<file path="config.mk">
export PLATFORM = sky130hd
export DESIGN_NAME = csw_clock_control
export DESIGN_NICKNAME = d
export VERILOG_FILES = /design/src/csw_clock_control.v /design/src/csw_div.v /design/src/csw_settle.v
export VERILOG_INCLUDE_DIRS = /design/src
export SDC_FILE = /design/constraint.sdc
export NUM_CORES = 1
export LEC_CHECK = 0
export CELL_PAD_IN_SITES_DETAIL_PLACEMENT = 1
export CELL_PAD_IN_SITES_GLOBAL_PLACEMENT = 2
export CORE_ASPECT_RATIO = 1.4
export CORE_MARGIN = 4
export CORE_UTILIZATION = 37
export DETAILED_ROUTE_END_ITERATION = 16
export DONT_BUFFER_PORTS = 1
export PLACE_DENSITY = 0.86
export SYNTH_ARGS = -nofsm -noshare
export SYNTH_HDL_FRONTEND = slang
export SYNTH_SLANG_ARGS = --single-unit
</file>
<file path="constraint.sdc">
create_clock -name clock_in -period 3.3 [get_ports clock_in]
set_input_delay 0.165 -clock clock_in [delete_from_list [all_inputs] [get_ports clock_in]]
set_output_delay 0.165 -clock clock_in [all_outputs]
set_load 0.005 [all_outputs]
</file>
<file path="src/csw_regs.vh">
`ifndef CSW_REGS_VH
`define CSW_REGS_VH
// ----------------------------------------
// Register byte addresses
// ----------------------------------------
`define CSW_ADDR_OSC_CTRL 4'h0
`define CSW_ADDR_CLK_DIV 4'h4
`define CSW_ADDR_IRC_TUNE 4'h8
`define CSW_ADDR_CFG_STAT 4'hc
// ----------------------------------------
// Unlock keys
// ----------------------------------------
`define CSW_KEY_HI_A 8'h78
`define CSW_KEY_HI_B 8'h9a
`define CSW_KEY_LO_A 8'h46
`define CSW_KEY_LO_B 8'h57
// ----------------------------------------
// Oscillator control bit positions
// ----------------------------------------
`define CSW_OC_REQ 0
`define CSW_OC_SEC_EN 1
`define CSW_OC_PRI_SLEEP 2
`define CSW_OC_FAIL 3
`define CSW_OC_PLL_LOCK 5
`define CSW_OC_IO_LOCK 6
`define CSW_OC_SEL_LOCK 7
// ----------------------------------------
// Divider register bit positions
// ----------------------------------------
`define CSW_CD_PLL_EN 5
`define CSW_CD_RC_LSB 8
`define CSW_CD_APPLY 11
`define CSW_CD_DOZE_LSB 12
`define CSW_CD_REC 15
`define CSW_CD_WMASK 16'hffe0
`define CSW_TUNE_MASK 16'h003f
// ----------------------------------------
// Source codes and timing
// ----------------------------------------
`define CSW_SRC_IRC 3'h0
`define CSW_SRC_IRC_PLL 3'h1
`define CSW_SRC_PRI 3'h2
`define CSW_SRC_PRI_PLL 3'h3
`define CSW_SRC_SEC 3'h4
`define CSW_SRC_SLOW 3'h5
`define CSW_SETTLE_CYCLES 4'ha
`define CSW_SYS_DIV3 2'h2
`endif

</file>
<file path="src/csw_clock_control.v">
// Behaviour
// [RL1] With recover_on_interrupt set, an interrupt clears ratio_apply_enable, ratio 1:1.
// [RL2] With ratio_apply_enable, doze code n gives CPU:peripheral ratio 1:2^n; code divides the clock by 2^n for the CPU tick, not the peripheral tick.
// [RL3] cpu_postscale 00..11 divides 32 MHz branch by 1,2,4,8.
// [RL4] Software avoids 8 and 4 MHz postscale while USB is enabled.
// [RL5] PLL runs from pll_config_enable or else pll_runtime_enable.
// [RL6] fast_rc_trim is a signed six-bit offset around calibrated centre.
// [RL7] switch_config_bit high disables switching and fail-safe monitor.
// [RL8] Switching disabled: new source ignored, current source from initial config.
// [RL9] Switching disabled: switch_request has no effect and reads zero.
// [RL10] High byte write accepted only after keys 78h then 9Ah.
// [RL11] Low byte write accepted only after keys 46h then 57h.
// [RL12] Software disables interrupts across unlock and write.
// [RL13] Equal current and new source on request aborts, clearing request.
// [RL14] Valid switch clears PLL lock and clock fail flag.
// [RL15] Start new source; wait startup timer for crystal, lock for PLL.
// [RL16] Wait ten cycles of the new clock before switchover.
// [RL17] Switchover clears request and copies new into current source.
// [RL18] Old source turned off, except monitored slow RC or enabled secondary.
// [RL19] Software passes through plain fast RC between the two PLL modes.
// [RL20] Primary submode fixed by configuration, never switched at run time.
// [RL21] Software checks request cleared, else examines PLL lock.
// [RL22] PLL needs 4 MHz input, fixed 24x; prescale set by configuration.
// [RL23] System branch divides postscaled clock by three, independent of prescale.
// [RL24] USB branch always 48 MHz; no external USB clock input.
// [RL25] Selection lock with fail-safe monitor blocks switch requests.
// [RL26] Unlock expires unless the very next access writes the protected byte.
`timescale 1ns/1ps
module csw_clock_control (
   input wire clock_in,
   input wire rst_n_in,
   // AHB-Lite slave
   input wire hsel_in,
   input wire [31:0] haddr_in,
   input wire [1:0] htrans_in,
   input wire hwrite_in,
   input wire [2:0] hsize_in,
   input wire [31:0] hwdata_in,
   input wire hready_in,
   output wire [31:0] hrdata_out,
   output wire hreadyout_out,
   output wire hresp_out,
   // Configuration straps
   input wire switch_config_bit_in,
   input wire fail_safe_cfg_in,
   input wire [2:0] initial_source_config_in,
   input wire [1:0] primary_submode_config_in,
   input wire pll_config_enable_in,
   input wire watchdog_enable_in,
   // Oscillator status
   input wire irq_event_in,
   input wire clock_fail_in,
   input wire startup_timer_done_in,
   input wire pll_locked_in,
   input wire new_clock_edge_in,
   input wire base_tick_in,
   // Oscillator control outputs
   output reg [2:0] current_source_out,
   output reg [2:0] target_source_out,
   output reg target_start_out,
   output reg [5:0] osc_on_out,
   output reg pll_enable_out,
   output reg [5:0] fast_rc_trim_out,
   output reg [2:0] fast_rc_postscale_out,
   output reg [1:0] primary_submode_out,
   output reg sys_tick_out,
   output reg periph_tick_out,
   output reg cpu_tick_out
);
`include "csw_regs.vh"
   // ----------------------------------------
   // State and registers
   // ----------------------------------------
   localparam ST_IDLE = 2'h0;
   localparam ST_WAIT = 2'h1;
   localparam ST_SETTLE = 2'h2;
   reg [1:0] state;
   reg [1:0] next_state;
   reg [2:0] new_source_select;
   reg [2:0] current_source_select;
   reg switch_request;
   reg sec_enable;
   reg pri_sleep;
   reg clock_fail_flag;
   reg pll_lock;
   reg io_lock;
   reg selection_lock;
   reg recover_on_interrupt;
   reg [2:0] doze_ratio;
   reg ratio_apply_enable;
   reg [1:0] cpu_postscale;
   reg pll_runtime_enable;
   reg [5:0] fast_rc_trim;
   reg hi_key1;
   reg hi_open;
   reg lo_key1;
   reg lo_open;
   reg strap_done;
   reg dp_write;
   reg [3:0] dp_addr;
   reg [2:0] dp_size;
   reg [1:0] dp_lane;
   reg [31:0] rdata;
   wire switch_enabled;
   wire monitor_enabled;
   wire settle_done;
   wire sys_pre_tick;
   wire cpu_pre_tick;
   wire periph_pre_tick;
   wire access_phase;
   wire byte_hi;
   wire byte_lo;
   wire word_wr;
   wire [7:0] wb_hi;
   wire [7:0] wb_lo;
   wire hi_allowed;
   wire lo_allowed;
   wire start_switch;
   wire is_pll_src;
   // ----------------------------------------
   // Helper functions
   // ----------------------------------------
   function [5:0] src_onehot;
      input [2:0] src;
      begin
         src_onehot = 6'h00;
         // Both RC codes run the fast RC; PLL codes also need PLL
         case (src)
            `CSW_SRC_IRC, `CSW_SRC_IRC_PLL: src_onehot[0] = 1'b1;
            `CSW_SRC_PRI, `CSW_SRC_PRI_PLL: src_onehot[1] = 1'b1;
            `CSW_SRC_SEC: src_onehot[2] = 1'b1;
            `CSW_SRC_SLOW: src_onehot[3] = 1'b1;
            default: src_onehot[0] = 1'b1;
         endcase
      end
   endfunction
   function uses_pll;
      input [2:0] src;
      begin
         uses_pll = (src == `CSW_SRC_IRC_PLL) || (src == `CSW_SRC_PRI_PLL);
      end
   endfunction
   // ----------------------------------------
   // Configuration derived enables
   // ----------------------------------------
   assign switch_enabled = !switch_config_bit_in; // [RL7]
   assign monitor_enabled = !switch_config_bit_in && fail_safe_cfg_in;
   assign is_pll_src = uses_pll(new_source_select);
   // ----------------------------------------
   // AHB-Lite front end: zero wait, always OKAY
   // ----------------------------------------
   assign access_phase = hsel_in && htrans_in[1] && hready_in;
   assign hreadyout_out = 1'b1;
   assign hresp_out = 1'b0;
   assign hrdata_out = rdata;
   // Data phase capture
   always @(posedge clock_in) begin
      if (!rst_n_in) begin
         dp_write <= 1'b0;
         dp_addr <= 4'h0;
         dp_size <= 3'h0;
         dp_lane <= 2'h0;
      end else begin
         dp_write <= access_phase && hwrite_in;
         dp_addr <= haddr_in[3:0] & 4'hc;
         dp_size <= hsize_in;
         dp_lane <= haddr_in[1:0];
      end
   end
   // Byte lanes of the oscillator control register; word writes reach only the lane that is unlocked
   assign word_wr = dp_write && (dp_addr == `CSW_ADDR_OSC_CTRL) && (dp_size != 3'h0);
   assign byte_hi = dp_write && (dp_addr == `CSW_ADDR_OSC_CTRL) && (dp_size == 3'h0)
                    && (dp_lane == 2'h1);
   assign byte_lo = dp_write && (dp_addr == `CSW_ADDR_OSC_CTRL) && (dp_size == 3'h0)
                    && (dp_lane == 2'h0);
   assign wb_hi = hwdata_in[15:8];
   assign wb_lo = hwdata_in[7:0];
   assign hi_allowed = hi_open && (byte_hi || word_wr); // [RL10]
   assign lo_allowed = lo_open && (byte_lo || word_wr); // [RL11]
   // ----------------------------------------
   // Unlock sequencers; any other access closes them
   // ----------------------------------------
   always @(posedge clock_in) begin
      if (!rst_n_in) begin
         hi_key1 <= 1'b0;
         hi_open <= 1'b0;
         lo_key1 <= 1'b0;
         lo_open <= 1'b0;
      end else if (dp_write || access_phase) begin
         // Only data-phase writes advance; bare write address phases are ignored
         if (dp_write) begin
            hi_key1 <= byte_hi && (wb_hi == `CSW_KEY_HI_A); // [RL10]
            hi_open <= byte_hi && hi_key1 && (wb_hi == `CSW_KEY_HI_B); // [RL10] [RL26]
            lo_key1 <= byte_lo && (wb_lo == `CSW_KEY_LO_A); // [RL11]
            lo_open <= byte_lo && lo_key1 && (wb_lo == `CSW_KEY_LO_B); // [RL11] [RL26]
         end else if (!hwrite_in) begin
            // A read between keys or before the write expires the unlock
            hi_key1 <= 1'b0;
            hi_open <= 1'b0;
            lo_key1 <= 1'b0;
            lo_open <= 1'b0;
         end
      end
   end
   // ----------------------------------------
   // Switch request qualification
   // ----------------------------------------
   assign start_switch = (state == ST_IDLE) && switch_request &&
                         (current_source_select != new_source_select);
   // ----------------------------------------
   // Switch state machine
   // ----------------------------------------
   always @* begin
      next_state = state;
      case (state)
         ST_IDLE:
            if (start_switch)
               next_state = ST_WAIT;
         ST_WAIT: begin
            // Crystal waits for startup timer, PLL for lock [RL15]
            if ((new_source_select[2:1] == 2'h1 && !startup_timer_done_in) ||
                (is_pll_src && !pll_locked_in))
               next_state = ST_WAIT;
            else
               next_state = ST_SETTLE;
         end
         ST_SETTLE:
            if (settle_done)
               next_state = ST_IDLE;
         default: next_state = ST_IDLE;
      endcase
   end
   // New-clock settle counter
   csw_settle u_settle (
      .clock_in(clock_in),
      .rst_n_in(rst_n_in),
      .start_in(state != ST_SETTLE),
      .new_edge_in(new_clock_edge_in), // [RL16]
      .done_out(settle_done)
   );
   // ----------------------------------------
   // Oscillator control register and switch effects
   // ----------------------------------------
   always @(posedge clock_in) begin
      if (!rst_n_in) begin
         state <= ST_IDLE;
         new_source_select <= 3'h7;
         current_source_select <= 3'h7;
         switch_request <= 1'b0;
         sec_enable <= 1'b0;
         pri_sleep <= 1'b0;
         clock_fail_flag <= 1'b0;
         pll_lock <= 1'b0;
         io_lock <= 1'b0;
         selection_lock <= 1'b0;
         strap_done <= 1'b0;
      end else begin
         state <= next_state;
         // Source fields are captured from straps after reset release
         if (!strap_done || !switch_enabled) begin
            current_source_select <= initial_source_config_in; // [RL8]
            if (!strap_done)
               new_source_select <= initial_source_config_in;
            strap_done <= 1'b1;
         end
         if (hi_allowed && switch_enabled)
            new_source_select <= hwdata_in[10:8]; // [RL8]
         if (lo_allowed) begin
            sec_enable <= hwdata_in[`CSW_OC_SEC_EN];
            pri_sleep <= hwdata_in[`CSW_OC_PRI_SLEEP];
            io_lock <= hwdata_in[`CSW_OC_IO_LOCK];
            // Selection lock is set-only
            if (hwdata_in[`CSW_OC_SEL_LOCK])
               selection_lock <= 1'b1;
            // Clear-only by software; hardware set wins below
            if (!hwdata_in[`CSW_OC_FAIL])
               clock_fail_flag <= 1'b0;
            if (hwdata_in[`CSW_OC_REQ] && switch_enabled &&
                !(selection_lock && monitor_enabled)) // [RL9] [RL25]
               switch_request <= 1'b1;
         end
         if (!switch_enabled)
            switch_request <= 1'b0; // [RL9]
         // Redundant request aborts [RL13]
         if (state == ST_IDLE && switch_request &&
             current_source_select == new_source_select)
            switch_request <= 1'b0; // [RL13]
         if (start_switch) begin
            pll_lock <= 1'b0; // [RL14]
            clock_fail_flag <= 1'b0; // [RL14]
         end else if (clock_fail_in && monitor_enabled)
            clock_fail_flag <= 1'b1;
         // Lock status follows PLL except when a non-PLL source is current
         if (!start_switch)
            pll_lock <= pll_locked_in && uses_pll(current_source_select);
         if (state == ST_SETTLE && settle_done) begin
            switch_request <= 1'b0; // [RL17]
            current_source_select <= new_source_select; // [RL17]
         end
      end
   end
   // ----------------------------------------
   // Divider register and tune register
   // ----------------------------------------
   always @(posedge clock_in) begin
      if (!rst_n_in) begin
         recover_on_interrupt <= 1'b0;
         doze_ratio <= 3'h0;
         ratio_apply_enable <= 1'b0;
         fast_rc_postscale_out <= 3'h0;
         cpu_postscale <= 2'h0;
         pll_runtime_enable <= 1'b0;
         fast_rc_trim <= 6'h00;
      end else begin
         if (dp_write && dp_addr == `CSW_ADDR_CLK_DIV) begin
            recover_on_interrupt <= hwdata_in[`CSW_CD_REC];
            doze_ratio <= hwdata_in[`CSW_CD_DOZE_LSB +: 3];
            ratio_apply_enable <= hwdata_in[`CSW_CD_APPLY];
            fast_rc_postscale_out <= hwdata_in[`CSW_CD_RC_LSB +: 3];
            cpu_postscale <= hwdata_in[7:6]; // [RL3]
            pll_runtime_enable <= hwdata_in[`CSW_CD_PLL_EN];
         end
         // Interrupt recovery wins over a same-cycle write
         if (irq_event_in && recover_on_interrupt)
            ratio_apply_enable <= 1'b0; // [RL1]
         if (dp_write && dp_addr == `CSW_ADDR_IRC_TUNE)
            fast_rc_trim <= hwdata_in[5:0]; // [RL6]
      end
   end
   // ----------------------------------------
   // Read mux, registered for the data phase
   // ----------------------------------------
   always @(posedge clock_in) begin
      if (!rst_n_in)
         rdata <= 32'h00000000;
      else if (access_phase && !hwrite_in) begin
         case (haddr_in[3:0] & 4'hc)
            `CSW_ADDR_OSC_CTRL:
               rdata <= {17'h00000, current_source_select, 1'b0, new_source_select,
                         selection_lock, io_lock, pll_lock, 1'b0, clock_fail_flag,
                         pri_sleep, sec_enable, switch_request};
            `CSW_ADDR_CLK_DIV:
               rdata <= {16'h0000, recover_on_interrupt, doze_ratio, ratio_apply_enable,
                         fast_rc_postscale_out, cpu_postscale, pll_runtime_enable,
                         5'h00} & {16'h0000, `CSW_CD_WMASK};
            `CSW_ADDR_IRC_TUNE:
               rdata <= {16'h0000, 10'h000, fast_rc_trim} & {16'h0000, `CSW_TUNE_MASK};
            `CSW_ADDR_CFG_STAT:
               rdata <= {24'h000000, state, hi_open, lo_open, 1'b0,
                         pll_enable_out, switch_enabled, monitor_enabled};
            default: rdata <= 32'h00000000;
         endcase
      end else
         rdata <= 32'h00000000;
   end
   // ----------------------------------------
   // Oscillator enables and PLL
   // ----------------------------------------
   always @(posedge clock_in) begin
      if (!rst_n_in) begin
         osc_on_out <= 6'h01;
         pll_enable_out <= 1'b0;
         target_source_out <= 3'h0;
         target_start_out <= 1'b0;
         current_source_out <= 3'h0;
         fast_rc_trim_out <= 6'h00;
         primary_submode_out <= 2'h0;
      end else begin
         // Old source dropped; slow RC kept when monitored, secondary when enabled [RL18]
         osc_on_out <= src_onehot(current_source_select) |
                       ((state != ST_IDLE) ? src_onehot(new_source_select) : 6'h00) |
                       {2'h0, (watchdog_enable_in || monitor_enabled), sec_enable, 2'h0};
         target_source_out <= new_source_select;
         target_start_out <= (state == ST_WAIT); // [RL15]
         pll_enable_out <= pll_config_enable_in || pll_runtime_enable; // [RL5] [RL22] [RL24]
         current_source_out <= current_source_select;
         fast_rc_trim_out <= fast_rc_trim; // [RL6]
         primary_submode_out <= primary_submode_config_in; // [RL20]
      end
   end
   // ----------------------------------------
   // Clock tick generation from 96 MHz branch base ticks
   // ----------------------------------------
   csw_div u_sys_div (
      .clock_in(clock_in),
      .rst_n_in(rst_n_in),
      .code_in({1'b0, cpu_postscale}), // [RL3]
      .div3_in(1'b1), // [RL23]
      .tick_out(sys_pre_tick)
   );
   // Doze ratio applies only while enabled [RL2]
   csw_div u_doze_div (
      .clock_in(clock_in),
      .rst_n_in(rst_n_in),
      .code_in(ratio_apply_enable ? doze_ratio : 3'h0), // [RL2] [RL1]
      .div3_in(1'b0),
      .tick_out(cpu_pre_tick)
   );
   assign periph_pre_tick = sys_pre_tick;
   // Output ticks registered; base_tick gates the three outputs, not the dividers
   always @(posedge clock_in) begin
      if (!rst_n_in) begin
         sys_tick_out <= 1'b0;
         periph_tick_out <= 1'b0;
         cpu_tick_out <= 1'b0;
      end else begin
         sys_tick_out <= sys_pre_tick && base_tick_in;
         periph_tick_out <= periph_pre_tick && base_tick_in;
         cpu_tick_out <= cpu_pre_tick && base_tick_in;
      end
   end
endmodule // csw_clock_control

</file>
<file path="src/csw_div.v">
`timescale 1ns/1ps
// ----------------------------------------
// Clock-enable divider by 2^code, then optional divide by 3
// ----------------------------------------
module csw_div (
   input wire clock_in,
   input wire rst_n_in,
   input wire [2:0] code_in,
   input wire div3_in,
   output reg tick_out
);
`include "csw_regs.vh"
   reg [7:0] pow_cnt;
   reg [1:0] three_cnt;
   wire pow_tick;
   wire [7:0] pow_max;
   assign pow_max = (8'h01 << code_in) - 8'h01;
   assign pow_tick = (pow_cnt >= pow_max);
   // Count every clock cycle; a lower code mid-count just wraps early
   always @(posedge clock_in) begin
      if (!rst_n_in) begin
         pow_cnt <= 8'h00;
         three_cnt <= 2'h0;
         tick_out <= 1'b0;
      end else begin
         pow_cnt <= pow_tick ? 8'h00 : pow_cnt + 8'h01;
         if (pow_tick && div3_in)
            three_cnt <= (three_cnt == `CSW_SYS_DIV3) ? 2'h0 : three_cnt + 2'h1;
         tick_out <= pow_tick && (!div3_in || three_cnt == `CSW_SYS_DIV3);
      end
   end
endmodule // csw_div

</file>
<file path="src/csw_settle.v">
`timescale 1ns/1ps
// ----------------------------------------
// Counts edges of the new source before switchover
// ----------------------------------------
module csw_settle (
   input wire clock_in,
   input wire rst_n_in,
   input wire start_in,
   input wire new_edge_in,
   output reg done_out
);
`include "csw_regs.vh"
   reg [3:0] cnt;
   // Restarted by start; done holds until next start
   always @(posedge clock_in) begin
      if (!rst_n_in || start_in) begin
         cnt <= 4'h0;
         done_out <= 1'b0;
      end else if (new_edge_in && !done_out) begin
         cnt <= cnt + 4'h1;
         done_out <= (cnt + 4'h1 == `CSW_SETTLE_CYCLES);
      end
   end
endmodule // csw_settle

</file>
==> results.json <==
{
  "synth_flop_cell": "dfxtp_1",
  "worst_pin_slew_ns": 0.840,
  "grt_pass1_wl_microns": 19700,
  "grt_usage": 0.180,
  "drc": 0,
  "crit_slowest_cell": "dlygate4sd3_1",
  "outcome": "finished, final reports clean",
  "multi_input_area_sq_mm": 0.00219,
  "numCtsBuffers": 9,
  "ir_drop_mv": 0.280,
  "grt_antenna_before_repair": 0,
  "hold_class": "input pin to flip-flop",
  "report.final.setup_viol": 0,
  "overflow": 0,
  "async_flop_share": 0,
  "synth_common_cells": "dfxtp_1 (108), nor2_1 (60), mux2i_1 (36), nand2_1 (30), and2_1 (22)",
  "dieArea_sq_mm": 0.0141,
  "routedWlPerCell_microns": 19.1,
  "hold_ws_ns": 0.00256,
  "fill_cells": 1334,
  "synth_compound_area_frac": 0.0715,
  "vias_per_cell": 5.17,
  "via_count": 3343,
  "tritoncts": "built",
  "drt_wl_total_microns": 12300,
  "post-route-cell-area_sq_mm": 0.00524,
  "rsz0062_at_grt": "no",
  "ys_seq_elements": 108,
  "max-cap-violations": 0,
  "finalMaxSlewViolations": 0,
  "drive_gt1_frac": 0.0601,
  "dpl_cell_area_sq_mm": 0.00458,
  "worstPathArrival_ns": 2.86,
  "synthAdderAreaFrac": 0.0497,
  "yosysTopAreaCell": "dfxtp_1",
  "setup_tns_ns": 0,
  "ys_seq_area_frac": 0.477,
  "power.density_mw_per_mm2": 504,
  "grt_pass1_vias": 3584,
  "core_sq_mm": 0.0119,
  "skew_ns": 0.00959,
  "synth_edf_count": 0,
  "fp-row-count": 47,
  "nets": 601,
  "cts-root-buf": "clkbuf_16",
  "crit_path_end_kind": "flip-flop",
  "yosysUniqueCellTypes": 51,
  "yosys-top-cells-area": "dfxtp_1 (48%), mux2i_1 (7.9%), ha_1 (5.0%)",
  "crit_chain": "nor3b_1, nor4b_1, nand4_1, o31ai_1, dlygate4sd3_1",
  "ios": 151,
  "clock_latency_ns": 0.35,
  "fmax_ghz": 0.389,
  "synthMuxAreaShare": 0.0993,
  "clk_path_buf_depth": 2,
  "drtAntennaViolNets": 0,
  "yosysTopAreaCellShare": 0.477,
  "yosysMostFrequentCell": "dfxtp_1",
  "initialDrtViolationCount": 182,
  "synth_top_family_by_area": "simple AND/OR/NAND/NOR gates",
  "synth-simple-area-share": 0.208,
  "layout.area.seq_sq_mm": 0.00216,
  "hold_viol": 0,
  "avgSynthCellArea_sq_um": 9.71,
  "areaGrowthSynthToFinish_pct": 15.5,
  "mappedNetlistArea_sq_mm": 0.00453,
  "gp_congestion": 0.767,
  "netlist_instances": 467,
  "diodes": 0,
  "grt_max_degree": 40,
  "slew_headroom": 0.438,
  "yosysWarnings": 0,
  "post-dp-hpwl_microns": 8700,
  "p_leak_nw": 2.22,
  "io_buffers": 0,
  "synthXorXnorAreaFrac": 0.0328,
  "die_x_microns": 102,
  "path_class": "flip-flop to flip-flop",
  "max_stage_delay_ns": 0.58,
  "cts_setup_buffers": 0,
  "die_h_microns": 139,
  "start_kind": "flip-flop",
  "cts_max_level": 3,
  "clkSinkCount": 108,
  "finalCritPeriodShare": 0.779,
  "drtPass1Iterations": 4,
  "fin_crit_ns": 2.57,
  "path_clk_slew_ns": 0.08,
  "start_util": 0.380,
  "cp_max_fo": 4,
  "cp.required_ns": 3.59
}
==> cell families after synthesis <==
group | count (synthesis)
AOI/OAI and AO/OA | 45
xor gates and xnor gates | 17
adders and majority gates | 18
buffers and inverters | 51
DFF | 108
muxes | 43
other | 2
and+or+nand+nor | 183
==> sequential cells by signal, indices dropped and copies added (netlist names), 2 cells and up <==
register and count:
new_source_select 3, osc_on_out 4, u_sys_div.three_cnt 2, dp_addr 2, fast_rc_trim_out 6, u_settle.cnt 4, current_source_select 3, u_sys_div.pow_cnt 8
primary_submode_out 2, hrdata_out 16, dp_lane 2, current_source_out 3, cpu_postscale 2, dp_size 3, fast_rc_trim 6, u_doze_div.pow_cnt 8
target_source_out 3, fast_rc_postscale_out 3, doze_ratio 3, state 2
==> cell usage in the layout, fill, tap and decap left out, drive strengths merged, types with 6 or more instances in the layout <==
| master | n |
|---|---|
| a21oi | 10 |
| xor2 | 6 |
| nand3 | 13 |
| mux2i | 36 |
| xnor2 | 11 |
| ha | 18 |
| and2 | 22 |
| nand2 | 30 |
| and3 | 11 |
| inv | 10 |
| mux2 | 6 |
| dfxtp | 108 |
| nor2b | 7 |
| dlygate4sd3 | 33 |
| conb | 25 |
| clkbuf | 10 |
| nor2 | 60 |
| o21ai | 7 |
==> critical path, delay by kind of cell, from the launching register on <==
kind	cells	cell delay, ns
buffers and inverters	1	0.58
AO/OA/AOI/OAI	1	0.25
AND/OR/NAND/NOR	3	1.29
flip-flops	1	0.39
==> metrics by stage <==
| stage | setup slack [ns] | utilization | power, mW | cells |
|---|---|---|---|---|
| final | 0.728 | 0.439 | 2.64 | 646 |
| after global routing | 0.545 | 0.439 | 2.74 | 646 |
| after global placement | 0.876 | 0.384 | 1.50 | 596 |
| after CTS | 0.754 | 0.439 | 2.67 | 646 |
| after detailed placement | 0.784 | 0.384 | 1.51 | 596 |
| after floorplan | 0.889 | - | 1.50 | 490 |
==> final cells by class <==
class                   count  area share
clock buffers              10      0.0456
clock inverters             6      0.0134
inverters                   8     0.00573
multi-input cells         331       0.418
flip-flops and latches    108       0.413
well taps                 147      0.0351
repair buffers             36      0.0698
==> worst paths after layout <==
kind | cells past startpoint | startpoint | slack [ns] | end
min reg2reg | 1 | u_sys_div.tick_out | 0.46 | periph_tick_out
max | 5 | dp_write | 0.73 | lo_key1
min | 2 | haddr_in[2] | 0.003 | hrdata_out[2]
max reg2reg | 5 | dp_write | 0.73 | lo_key1
==> where the power goes <==
part | leakage [nW] | internal, mW | switching (mW)
Sequential | 0.881 | 1.34 | 0.0319
Combinational | 1.18 | 0.0780 | 0.0787
Clock | 0.153 | 0.617 | 0.499
Total | 2.22 | 2.03 | 0.609
==> routing by layer <==
layer	GRT usage	share of wire	vias up	wire, microns
li1	-	-	1608	-
met1	0.232	0.43	1635	5360
met2	0.301	0.50	84	6230
met3	0.0332	0.045	16	554
met4	0.0581	0.017	0	209
met5	0	0	-	0
==> what timing repair did <==
action / in CTS / in global routing
hold buffers: 34 / 0
resized for setup: 0 / 0
hold endpoints to repair: 73 / 0
Note: power is estimated with default switching activity, not from simulation.
